--- src/uaec_cfg.svh ---
`ifndef UAEC_CFG_SVH
`define UAEC_CFG_SVH
// register offsets
`define UAEC_OFS_DEV_ADDR   8'h10
`define UAEC_OFS_EP0_MODE   8'h12
`define UAEC_OFS_USB_CTRL   8'h1f
// field positions
`define UAEC_ADDR_EN_BIT    7
`define UAEC_CTRL_SIZE_BIT  7
`define UAEC_CTRL_COUNT_BIT 6
`define UAEC_EP0_SETUP_BIT  7
`define UAEC_EP0_IN_BIT     6
`define UAEC_EP0_OUT_BIT    5
`define UAEC_EP0_ACK_BIT    4
// reset values
`define UAEC_RST_REG        8'h00
// mode encodings
`define UAEC_MODE_DISABLE   4'h0
`define UAEC_MODE_NAK_INOUT 4'h1
// fifo placement, small layout
`define UAEC_S_EP0          8'hf8
`define UAEC_S_EP1          8'hf0
`define UAEC_S_EP2          8'he8
`define UAEC_S_EP3          8'he0
`define UAEC_S_EP4          8'hd8
// fifo placement, large layout
`define UAEC_L_EP0          8'hb8
`define UAEC_L_EP1          8'hc0
`define UAEC_L_EP2          8'he0
`define UAEC_L_EP3          8'ha8
`define UAEC_L_EP4          8'hb0
`define UAEC_FIFO_SMALL     8'h08
`define UAEC_FIFO_LARGE     8'h20
// stall cycles per byte written by the engine
`define UAEC_STALL_CYCLES   2'h3
`endif

--- src/uaec_pkg.sv ---
package uaec_pkg;
  typedef enum logic [1:0]
  {
    UAEC_TOK_OUT   = 2'b00,
    UAEC_TOK_IN    = 2'b01,
    UAEC_TOK_SETUP = 2'b11,
    UAEC_TOK_NONE  = 2'b10
  } uaec_tok_e;

  // engine event bundle, one cycle pulses
  typedef struct packed
  {
    logic        token_valid;   // end of token phase
    uaec_tok_e   token_kind;
    logic [6:0]  token_addr;
    logic [3:0]  token_ep;
    logic        setup_data;    // start of setup data packet
    logic        ack_start;     // start of returned ack
    logic        xact_acked;    // transaction done with ack
    logic [3:0]  xact_ep;
    logic        fifo_wr;       // engine writes one fifo byte
  } uaec_eng_s;

  // cpu register port
  typedef struct packed
  {
    logic [7:0]  addr;
    logic [7:0]  wdata;
    logic        wr;
    logic        rd;
  } uaec_bus_s;

  // response toward engine for endpoint zero
  typedef enum logic [1:0]
  {
    UAEC_RSP_IGNORE = 2'b00,
    UAEC_RSP_ACCEPT = 2'b01,
    UAEC_RSP_NAK    = 2'b10,
    UAEC_RSP_OTHER  = 2'b11
  } uaec_rsp_e;

  typedef enum logic [0:0]
  {
    UAEC_ST_IDLE  = 1'b0,
    UAEC_ST_STALL = 1'b1
  } uaec_st_e;
endpackage

--- src/uaec_top.sv ---
// Our own choice: the plain strobed port.
`timescale 1ns/1ps
`include "uaec_cfg.svh"
// Functional notes
// - reset clears device address register
// - no response until address enable set
// - control bits select endpoint size, count
// - small layout fifos at fixed bases
// - large layout fifos at fixed bases
// - unassigned fifo regions stay plain ram
// - stall cpu three cycles per byte
// - ep0 bidirectional, others one direction
// - reset clears endpoint zero mode register
// - mode field steers ep0 response
// - ack flag set on acked transaction
// - out flag set on out token
// - in flag set on in token
// - setup flag set by engine, write clears
// - setup flag forced high data to ack
// - engine update locks lower seven bits
// - cpu read after lock releases it
// - lock only on endpoint zero mode
// - setup flag blocks cpu ep0 fifo writes
// - mode 0000 ignores tokens; ack and setup flags still set
// - setup forces mode 0001 unless disabled
module uaec_top
  import uaec_pkg::*;
#(
  parameter int STALL_CYCLES = `UAEC_STALL_CYCLES
)
(
  input  wire logic          clk,
  input  wire logic          sys_rst,
  input  wire uaec_pkg::uaec_bus_s bus,
  input  wire uaec_pkg::uaec_eng_s eng,
  input  wire logic [7:0]    ram_addr,
  input  wire logic          ram_wr,
  input  wire logic [3:0]    ep_dir_in,
  output logic [7:0]         rdata,
  output logic               addr_match,
  output uaec_pkg::uaec_rsp_e ep0_rsp,
  output logic               cpu_stall,
  output logic               ram_wr_ok,
  output logic [3:0]         ep_mode_out,
  output logic [2:0]         ep_count
);
  import uaec_pkg::*;

  // elaboration check: the stall counter is only two bits wide
  if (STALL_CYCLES < 1 || STALL_CYCLES > 3)
  begin : g_stall_range
    $error("STALL_CYCLES must be 1 to 3");
  end

  logic [7:0] dev_addr;
  logic [7:0] ep0_mode;
  logic [7:0] usb_ctrl;
  logic       ep0_lock;
  logic [1:0] stall_cnt;
  logic       setup_force;
  logic       next_match;
  logic [7:0] next_ep0;

  // address decode helper, used only by the fifo guard
  function automatic logic in_range(input logic [7:0] a,
                                    input logic [7:0] base,
                                    input logic [7:0] size);
    logic [8:0] top;
    top = {1'b0, base} + {1'b0, size};
    in_range = ({1'b0, a} >= {1'b0, base}) && ({1'b0, a} < top);
  endfunction

  // device address register, plain read/write
  always_ff @(posedge clk)
  begin
    if (sys_rst)
      dev_addr <= `UAEC_RST_REG;
    else if (bus.wr && bus.addr == `UAEC_OFS_DEV_ADDR)
      dev_addr <= bus.wdata;
  end

  // status and control; only layout bits matter here
  always_ff @(posedge clk)
  begin
    if (sys_rst)
      usb_ctrl <= `UAEC_RST_REG;
    else if (bus.wr && bus.addr == `UAEC_OFS_USB_CTRL)
      usb_ctrl <= bus.wdata;
  end

  // token address check against enabled address
  always_comb
  begin
    next_match = dev_addr[`UAEC_ADDR_EN_BIT] &&
                 eng.token_addr == dev_addr[6:0];
  end

  always_ff @(posedge clk)
  begin
    if (sys_rst)
      addr_match <= 1'b0;
    else
      addr_match <= eng.token_valid && next_match;
  end

  // setup flag held from data start to ack start
  always_ff @(posedge clk)
  begin
    if (sys_rst)
      setup_force <= 1'b0;
    else if (eng.ack_start)
      setup_force <= 1'b0;
    else if (eng.setup_data)
      setup_force <= 1'b1;
  end

  // endpoint zero mode next value; engine sets win over cpu clears
  always_comb
  begin
    next_ep0 = ep0_mode;
    if (bus.wr && bus.addr == `UAEC_OFS_EP0_MODE)
    begin
      // write to setup bit always clears it, except while forced
      next_ep0[`UAEC_EP0_SETUP_BIT] = 1'b0;
      if (!ep0_lock)
        next_ep0[6:0] = bus.wdata[6:0];
      // mode bits 3:0 are inside the lock window, mode holds while locked
      if (ep0_lock)
        next_ep0[3:0] = ep0_mode[3:0];
    end
    if (eng.token_valid && next_match && eng.token_ep == 4'h0 &&
        ep0_mode[3:0] != `UAEC_MODE_DISABLE)
    begin
      next_ep0[`UAEC_EP0_OUT_BIT] = (eng.token_kind == UAEC_TOK_OUT);
      next_ep0[`UAEC_EP0_IN_BIT] = (eng.token_kind == UAEC_TOK_IN);
      if (eng.token_kind == UAEC_TOK_SETUP)
        next_ep0[3:0] = `UAEC_MODE_NAK_INOUT;
    end
    if (eng.xact_acked && eng.xact_ep == 4'h0)
      next_ep0[`UAEC_EP0_ACK_BIT] = 1'b1;
    if (eng.setup_data || setup_force)
      next_ep0[`UAEC_EP0_SETUP_BIT] = 1'b1;
  end

  always_ff @(posedge clk)
  begin
    if (sys_rst)
      ep0_mode <= `UAEC_RST_REG;
    else
      ep0_mode <= next_ep0;
  end

  // lock: set on engine token-phase update, read releases it
  always_ff @(posedge clk)
  begin
    if (sys_rst)
      ep0_lock <= 1'b0;
    else if (eng.token_valid && next_match && eng.token_ep == 4'h0 &&
             ep0_mode[3:0] != `UAEC_MODE_DISABLE)
      ep0_lock <= 1'b1;
    else if (bus.rd && bus.addr == `UAEC_OFS_EP0_MODE)
      ep0_lock <= 1'b0;
  end

  // read data, one cycle after the strobe; unmapped reads zero
  always_ff @(posedge clk)
  begin
    if (sys_rst)
      rdata <= 8'h00;
    else if (bus.rd)
    begin
      if (bus.addr == `UAEC_OFS_DEV_ADDR)
        rdata <= dev_addr;
      else if (bus.addr == `UAEC_OFS_EP0_MODE)
        rdata <= ep0_mode;
      else if (bus.addr == `UAEC_OFS_USB_CTRL)
        rdata <= usb_ctrl;
      else
        rdata <= 8'h00;
    end
    else
      rdata <= 8'h00;
  end

  // endpoint zero response from mode field
  always_ff @(posedge clk)
  begin
    if (sys_rst)
      ep0_rsp <= UAEC_RSP_IGNORE;
    else
    begin
      case (ep0_mode[3:0])
        `UAEC_MODE_DISABLE:   ep0_rsp <= UAEC_RSP_IGNORE;
        `UAEC_MODE_NAK_INOUT:
          ep0_rsp <= (eng.token_kind == UAEC_TOK_SETUP) ?
                     UAEC_RSP_ACCEPT : UAEC_RSP_NAK;
        default:              ep0_rsp <= UAEC_RSP_OTHER;
      endcase
    end
  end

  // cpu stall while engine owns the data bus, per byte
  always_ff @(posedge clk)
  begin
    if (sys_rst)
      stall_cnt <= 2'h0;
    else if (eng.fifo_wr)
      stall_cnt <= 2'(STALL_CYCLES - 1);
    else if (stall_cnt != 2'h0)
      stall_cnt <= stall_cnt - 2'h1;
  end

  always_ff @(posedge clk)
  begin
    if (sys_rst)
      cpu_stall <= 1'b0;
    else
      // a running counter means the engine still owns the bus
      cpu_stall <= eng.fifo_wr || stall_cnt != 2'h0;
  end

  // ep0 fifo guard; other regions stay ordinary ram
  always_ff @(posedge clk)
  begin
    if (sys_rst)
      ram_wr_ok <= 1'b0;
    else
      ram_wr_ok <= ram_wr && !(ep0_mode[`UAEC_EP0_SETUP_BIT] &&
        in_range(ram_addr,
                 usb_ctrl[`UAEC_CTRL_SIZE_BIT] ? `UAEC_L_EP0 : `UAEC_S_EP0,
                 `UAEC_FIFO_SMALL));
  end

  // layout outputs: endpoint count and direction
  always_ff @(posedge clk)
  begin
    if (sys_rst)
    begin
      ep_count    <= 3'h3;
      ep_mode_out <= 4'h0;
    end
    else
    begin
      ep_count <= usb_ctrl[`UAEC_CTRL_COUNT_BIT] ? 3'h5 : 3'h3;
      ep_mode_out <= ep_dir_in; // data endpoints one way
    end
  end
endmodule

--- config.mk ---
export PLATFORM = sky130hd
export DESIGN_NAME = uaec_top
export DESIGN_NICKNAME = d
export VERILOG_FILES = /design/src/uaec_pkg.sv /design/src/uaec_top.sv
export VERILOG_INCLUDE_DIRS = /design/src
export SDC_FILE = /design/constraint.sdc
export NUM_CORES = 1
export LEC_CHECK = 0
export BUFFER_PORTS_ARGS = -buffer_cell sky130_fd_sc_hd__buf_4
export CORE_MARGIN = 2
export CORE_UTILIZATION = 43
export DETAILED_ROUTE_END_ITERATION = 16
export PLACE_DENSITY_LB_ADDON = 0.3
export SETUP_SLACK_MARGIN = 0.05
export SLEW_MARGIN = 40
export SYNTH_ARGS = -nofsm -noshare
export SYNTH_HDL_FRONTEND = slang
export SYNTH_SLANG_ARGS = --single-unit
export TNS_END_PERCENT = 50
--- constraint.sdc ---
create_clock -name clk -period 1.6 [get_ports clk]
set_input_delay 0.32 -clock clk [delete_from_list [all_inputs] [get_ports clk]]
set_output_delay 0.32 -clock clk [all_outputs]
set_load 0.02 [all_outputs]
Yosys cells after proc, flatten, opt, wreduce, memory -nomap -nowiden

Index checks and enable logic that the tools add are counted.

Bits in read-only memories: 0
Memory bits (writable): 0
Latch bits: 0
Word-level logic and storage cells: 81
Memories kept: 0
Bits in registers: 48
Output and inout bits: 20

Div/mod/pow operators: 0
Shift-type cells: 0
Mux-type cells: 19
Multiply operators: 0
Order comparisons: 2
Add/subtract/negate cells: 2
Equal/unequal tests: 9
Reduce and logical (&&, ||, !) cells: 31
Bitwise operators: 1

Operator list:

| cell                                           | number |
|---|---|
| two-way mux 8 bit                              | 4 |
| == test 8 x 5 -> 1 bit (second input constant) | 3 |
| two-way mux 7 bit                              | 2 |
| logical AND 1 bit                              | 12 |
| logical NOT 4 bit                              | 3 |
| two-way mux 4 bit                              | 3 |
| nonzero test 2 bit                             | 6 |
| adder 8 x 4 -> 9 bit (second input constant)   | 1 |
| less-than comparator 8 x 9 -> 1 bit            | 1 |
| >= comparator 8 bit                            | 1 |
| two-way mux 2 bit                              | 4 |
| == test 7 bit                                  | 1 |
| OR reduction 2 bit                             | 3 |
| == test 4 x 1 -> 1 bit (second input constant) | 1 |
| two-way mux 1 bit                              | 4 |
| != test 2 x 1 -> 1 bit (second input constant) | 2 |
| case mux 2 bit (2 select lines)                | 1 |
| AND reduction 2 bit                            | 2 |
| nonzero test 4 bit                             | 1 |
| two-way mux 3 bit                              | 1 |
| == test 2 x 1 -> 1 bit (second input constant) | 1 |
| == test 2 bit (second input constant)          | 1 |
| logical NOT 2 bit                              | 1 |
| logical OR 1 bit                               | 2 |
| 3 further kinds                                | 3 |

Depth between registers and ports, before layout

Depth in word-level cells: 7
Mapped depth: 5
Depth with buffers taken out: 5

Least setup slack after synthesis

Ideal clock, no wire load.

Path type: reg-to-reg
Start point: reg dev_addr[3]
End point: reg ep0_mode[1]
Path buffers: 0
Stages on the path, launching flop included: 5
Path slack: 42 ps
Setup time: 129 ps
Required time: 1471 ps
Period minus slack after synthesis: 1558 ps
Arrival time: 1429 ps
Path through: dfxtp_1 > xor2_1 > or4_4 > o31ai_1 > nor2_1

Cells in the longest elaborated chain, start to end: 6

RTL lines:

| what                           | line            | RTL |
|---|---|---|
| start, declared                | uaec_top.sv:55  | `logic [7:0] dev_addr;` |
| start signal, assigned         | uaec_top.sv:77  | `` dev_addr <= `UAEC_RST_REG; `` |
| start signal, assigned         | uaec_top.sv:79  | `dev_addr <= bus.wdata;` |
| == test 7 bit                  | uaec_top.sv:95  | `eng.token_addr == dev_addr[6:0];` |
| logical AND 1 bit              | uaec_top.sv:94  | `` next_match = dev_addr[`UAEC_ADDR_EN_BIT] && `` |
| logical AND 1 bit (2 in a row) | uaec_top.sv:131 | `if (eng.token_valid && next_match && eng.token_ep == 4'h0 &&` |
| logical AND 1 bit (no line)    | n/a             |  |
| two-way mux 4 bit              | uaec_top.sv:131 |  |
| end signal, assigned           | uaec_top.sv:148 | `` ep0_mode <= `UAEC_RST_REG; `` |
| end signal, assigned           | uaec_top.sv:150 | `ep0_mode <= next_ep0;` |
| end, declared                  | uaec_top.sv:56  | `logic [7:0] ep0_mode;` |

Every way passes these cells.
A chain may end at the register's enable or synchronous reset.

Worst setup path after layout

Start point: reg dev_addr[5]
End point: reg ep0_mode[0]

The elaborated chain is that of the path after synthesis.

==> impl_summary.txt <==
----------------------------------------------------
[Route]
  Final ANT Viol Nets ... 0
  Vias per inst ... 5.30
  Post-detailed-route DRC marker count ... 0
  Routed via count ... 1813
  Average wire per standard cell ... 13.6 µm
  Final wirelength ... 4670 µm
  1st-pass router iterations ... 5
  Iteration-0 DRC Markers ... 75

[Synthesis]
  Asr flop ratio synth ... 0%
  Fraction of the yosys area taken by sequential cells ... 48.4%
  Seq cells post-synth ... 47
  Predominant post-synthesis flop cell ... sky130_fd_sc_hd__dfxtp_1
  Synthesized netlist net count ... 257
  Synth area leaders ... sky130_fd_sc_hd__dfxtp_1 (48%), sky130_fd_sc_hd__mux2i_1 (12%), sky130_fd_sc_hd__nor2_1 (6.6%)
  Post-synthesis cell count ... 200
  Commonest cells in the netlist ... sky130_fd_sc_hd__dfxtp_1 (47), sky130_fd_sc_hd__nor2_1 (34), sky130_fd_sc_hd__mux2i_1 (23)
  Largest area contributor in the netlist ... sky130_fd_sc_hd__dfxtp_1
  Post-synth EDFFs ... 0
  Area share of the largest cell type after synthesis ... 48.4%
  Post-synth design cell area ... 0.00194 mm²
  YS warnings ... 0
  Syn avg cell area ... 9.72 µm²
  Post-synth cell types ... 32
  Most frequently used cell type in the post-synthesis netlist ... sky130_fd_sc_hd__dfxtp_1

[Critical path]
  Buffers plus inverters on the worst setup path ... 0
  CP Launch Type ... flop
  Path depth of the worst reg2reg path ... 4
  Nature of the critical path endpoint ... flop
  Max FO, Critical Path ... 4
  Crit path to ... ep0_mode[0]
  Arrival time at the worst endpoint ... 1880 ps
  Cells along the critical path ... xor2_2, or4_4, or3_1, a21oi_1
  Top cell family by delay on the critical path ... simple AND/OR/NAND/NOR gates
  Reg-to-reg startpoint ... dev_addr[5]
  Largest stage delay, worst path ... 560 ps
  Register-to-register setup slack ... -50 ps
  Standard cell with the maximum stage delay on the critical path ... sky130_fd_sc_hd__or4_4
  Critical path type ... reg -> reg
  Required time of the critical path ... 1830 ps
  Critical path origin ... dev_addr[5]
  Endpoint of the most critical register-to-register path ... ep0_mode[0]
  Number of cells on the critical path ... 4

[Layout]
  Multi-input gate area ... 993 µm²
  Final design utilization ... 65.4%
  Area added between synthesis and finish ... 46.6%
  Net count reported at finish ... 347
  Number of filler cells placed in the layout ... 374
  Number of standard cells in the layout, taps in and fillers out ... 342
  Antenna Cells ... 0
  Ratio of cells with drive above 1 in the final layout ... 38.6%
  Register Area ... 945 µm²

[Placement]
  HPWL after DPL ... 3470 µm
  Dpl cells ... 334
  Gp weighted congestion ... 0.820
  Port Buf Inserts ... 70

[Status]
  Violations in the final reports ... setup timing
  Run status ... complete, but fails checks

[CTS]
  Clk sink count ... 47
  Buffer cell driving the clock tree root ... sky130_fd_sc_hd__clkbuf_8
  Cts bufs inserted ... 5
  Clock Pin Slew Worst Setup and Hold Paths ... 90 ps
  Insertion delay of the later-clocked pin in the worst-skew pair ... 300 ps
  Number of H-tree levels ... 2
  Post-cts hold buffer count ... 0
  Longest Clk Path Bufs ... 2
  CTS tree ... done

[Power and ir drop]
  Pleak ... 1.34 nW
  Total power divided by cell area ... 796 mW/mm²
  Worst-case vdd ir drop ... 0.463 mV
  Power, Total ... 2.27 mW

[Min path]
  Min-Delay Path Class ... in -> reg

[Floorplan]
  Height of the die ... 71.2 µm
  Die Wd ... 71.2 µm
  Core Region ... 0.00435 mm²
  Number of top-level design ports ... 75
  Starting utilization of the core area ... 44.6%
  Die Area ... 0.00507 mm²
  Core Rows ... 24

[Global routing]
  Number of antenna violations at the first check in global routing ... 0
  Global-route wire length before repair ... 7570 µm
  Total grt overflow ... 0
  Maximum number of pins on one net before global-route repair ... 33
  Number of global-route vias before repair ... 1785
  Overall track demand over capacity in global routing ... 19.1%

[Timing]
  Unrepaired setup endpoints after global routing ... true
  Setup tns final ... -66.3 ps
  Layout Skew ... 6.49 ps
  Final worst path period need ... 1650 ps
  Count of endpoints failing hold in the final timing report ... 0
  Min Hold Slack ... 174 ps
  Highest attainable clock frequency ... 605 MHz
  Final setup vio count ... 3
  Final Worst Setup Slack ... -52.4 ps
  Period utilization ... 103%
  Max-slew violations ... 0

[Job]
  Total of max-cap violations ... 0

----------------------------------------------------
## layout by cell type, fill, tap and decap left out, types with 2 or more instances in the layout
| cell | instances |
|---|---|
| sky130_fd_sc_hd__buf_4 | 89 |
| sky130_fd_sc_hd__dfxtp_1 | 44 |
| sky130_fd_sc_hd__nor2_1 | 34 |
| sky130_fd_sc_hd__mux2i_1 | 23 |
| sky130_fd_sc_hd__nand2_1 | 9 |
| sky130_fd_sc_hd__a21oi_1 | 9 |
| sky130_fd_sc_hd__a22o_1 | 8 |
| sky130_fd_sc_hd__a22oi_1 | 8 |
| sky130_fd_sc_hd__nor2b_1 | 7 |
| sky130_fd_sc_hd__clkbuf_8 | 5 |
| sky130_fd_sc_hd__xor2_1 | 4 |
| sky130_fd_sc_hd__nor3_1 | 4 |
| sky130_fd_sc_hd__inv_1 | 3 |
| sky130_fd_sc_hd__xor2_2 | 3 |
| sky130_fd_sc_hd__nor4_1 | 3 |
| sky130_fd_sc_hd__o21ai_0 | 3 |
| sky130_fd_sc_hd__dfxtp_2 | 3 |
| sky130_fd_sc_hd__buf_12 | 3 |
| sky130_fd_sc_hd__and3_1 | 2 |
| sky130_fd_sc_hd__nand4_2 | 2 |
| sky130_fd_sc_hd__nand3_1 | 2 |
| sky130_fd_sc_hd__and2_1 | 2 |
| sky130_fd_sc_hd__nand4_1 | 2 |
| sky130_fd_sc_hd__or4_4 | 2 |
| sky130_fd_sc_hd__and4b_1 | 2 |
| sky130_fd_sc_hd__ha_1 | 2 |
## logic make-up after synthesis
| kind of cell | after synthesis | share of synthesized area, % |
|---|---|---|
| AND/OR/NAND/NOR | 76 | 20.9 |
| multiplexers | 23 | 11.8 |
| buffers and inverters | 12 | 2.70 |
| AO/OA/AOI/OAI | 32 | 11.5 |
| adder cells (fa/ha/maj) | 2 | 1.29 |
| flip-flops | 47 | 48.4 |
| other | 1 | 0.193 |
| XOR/XNOR | 7 | 3.16 |
## power by group
group	internal, mW	total [mW]	switching, mW
Combinational	0.132	0.235	0.104
Sequential	1.18	1.19	0.00590
Clock	0.457	0.842	0.386
## worst min-delay path by stage
stage,slack [ps],end,startpoint,cells past startpoint
floorplan,390,ep_mode_out[0],sys_rst,1
global placement,430,stall_cnt[0],stall_cnt[0],1
detailed placement,430,stall_cnt[0],stall_cnt[0],1
CTS,170,setup_force,eng[6],2
global route,170,setup_force,eng[6],2
finish,170,setup_force,eng[6],2
## state kept, by name (all words and copies together), names as in the netlist
| signal | count |
|---|---|
| setup_force | 1 |
| ep0_mode | 8 |
| cpu_stall | 1 |
| ep0_lock | 1 |
| ep_mode_out | 4 |
| usb_ctrl | 8 |
| rdata | 8 |
| addr_match | 1 |
| ep0_rsp | 2 |
| stall_cnt | 2 |
| ram_wr_ok | 1 |
| dev_addr | 8 |
| ep_count | 2 |
## stage by stage
stage	cell area (µm²)	setup WS [ps]
after floorplan	1940	41.9
after global placement	2690	-144
after detailed placement	2690	-151
after CTS	2830	-23.5
after global routing	2850	-99.6
final	2850	-52.4
## layer usage
layer	part of all wire [%]	global-route usage, %
met5	0	0
met4	1.8	6.71
met3	5.8	4.92
met2	52	35.4
met1	41	21.0
## final cells by class
type                       instances  area share, %
clock buffer                       5           2.42
multi-input combinational        141           34.9
sequential                        47           33.2
tap                               52           2.28
inverter                           3          0.395
timing repair buffer              92           25.6
clock inverter                     2           1.32
## timing repair
| item | in CTS | in global routing |
|---|---|---|
| resized for setup | 7 | 2 |
| buffers inserted | 1 | 0 |
| endpoints found under the setup margin | 6 | 7 |
| pin swaps | 11 | 0 |
Note: power is estimated with default switching activity, not from simulation.
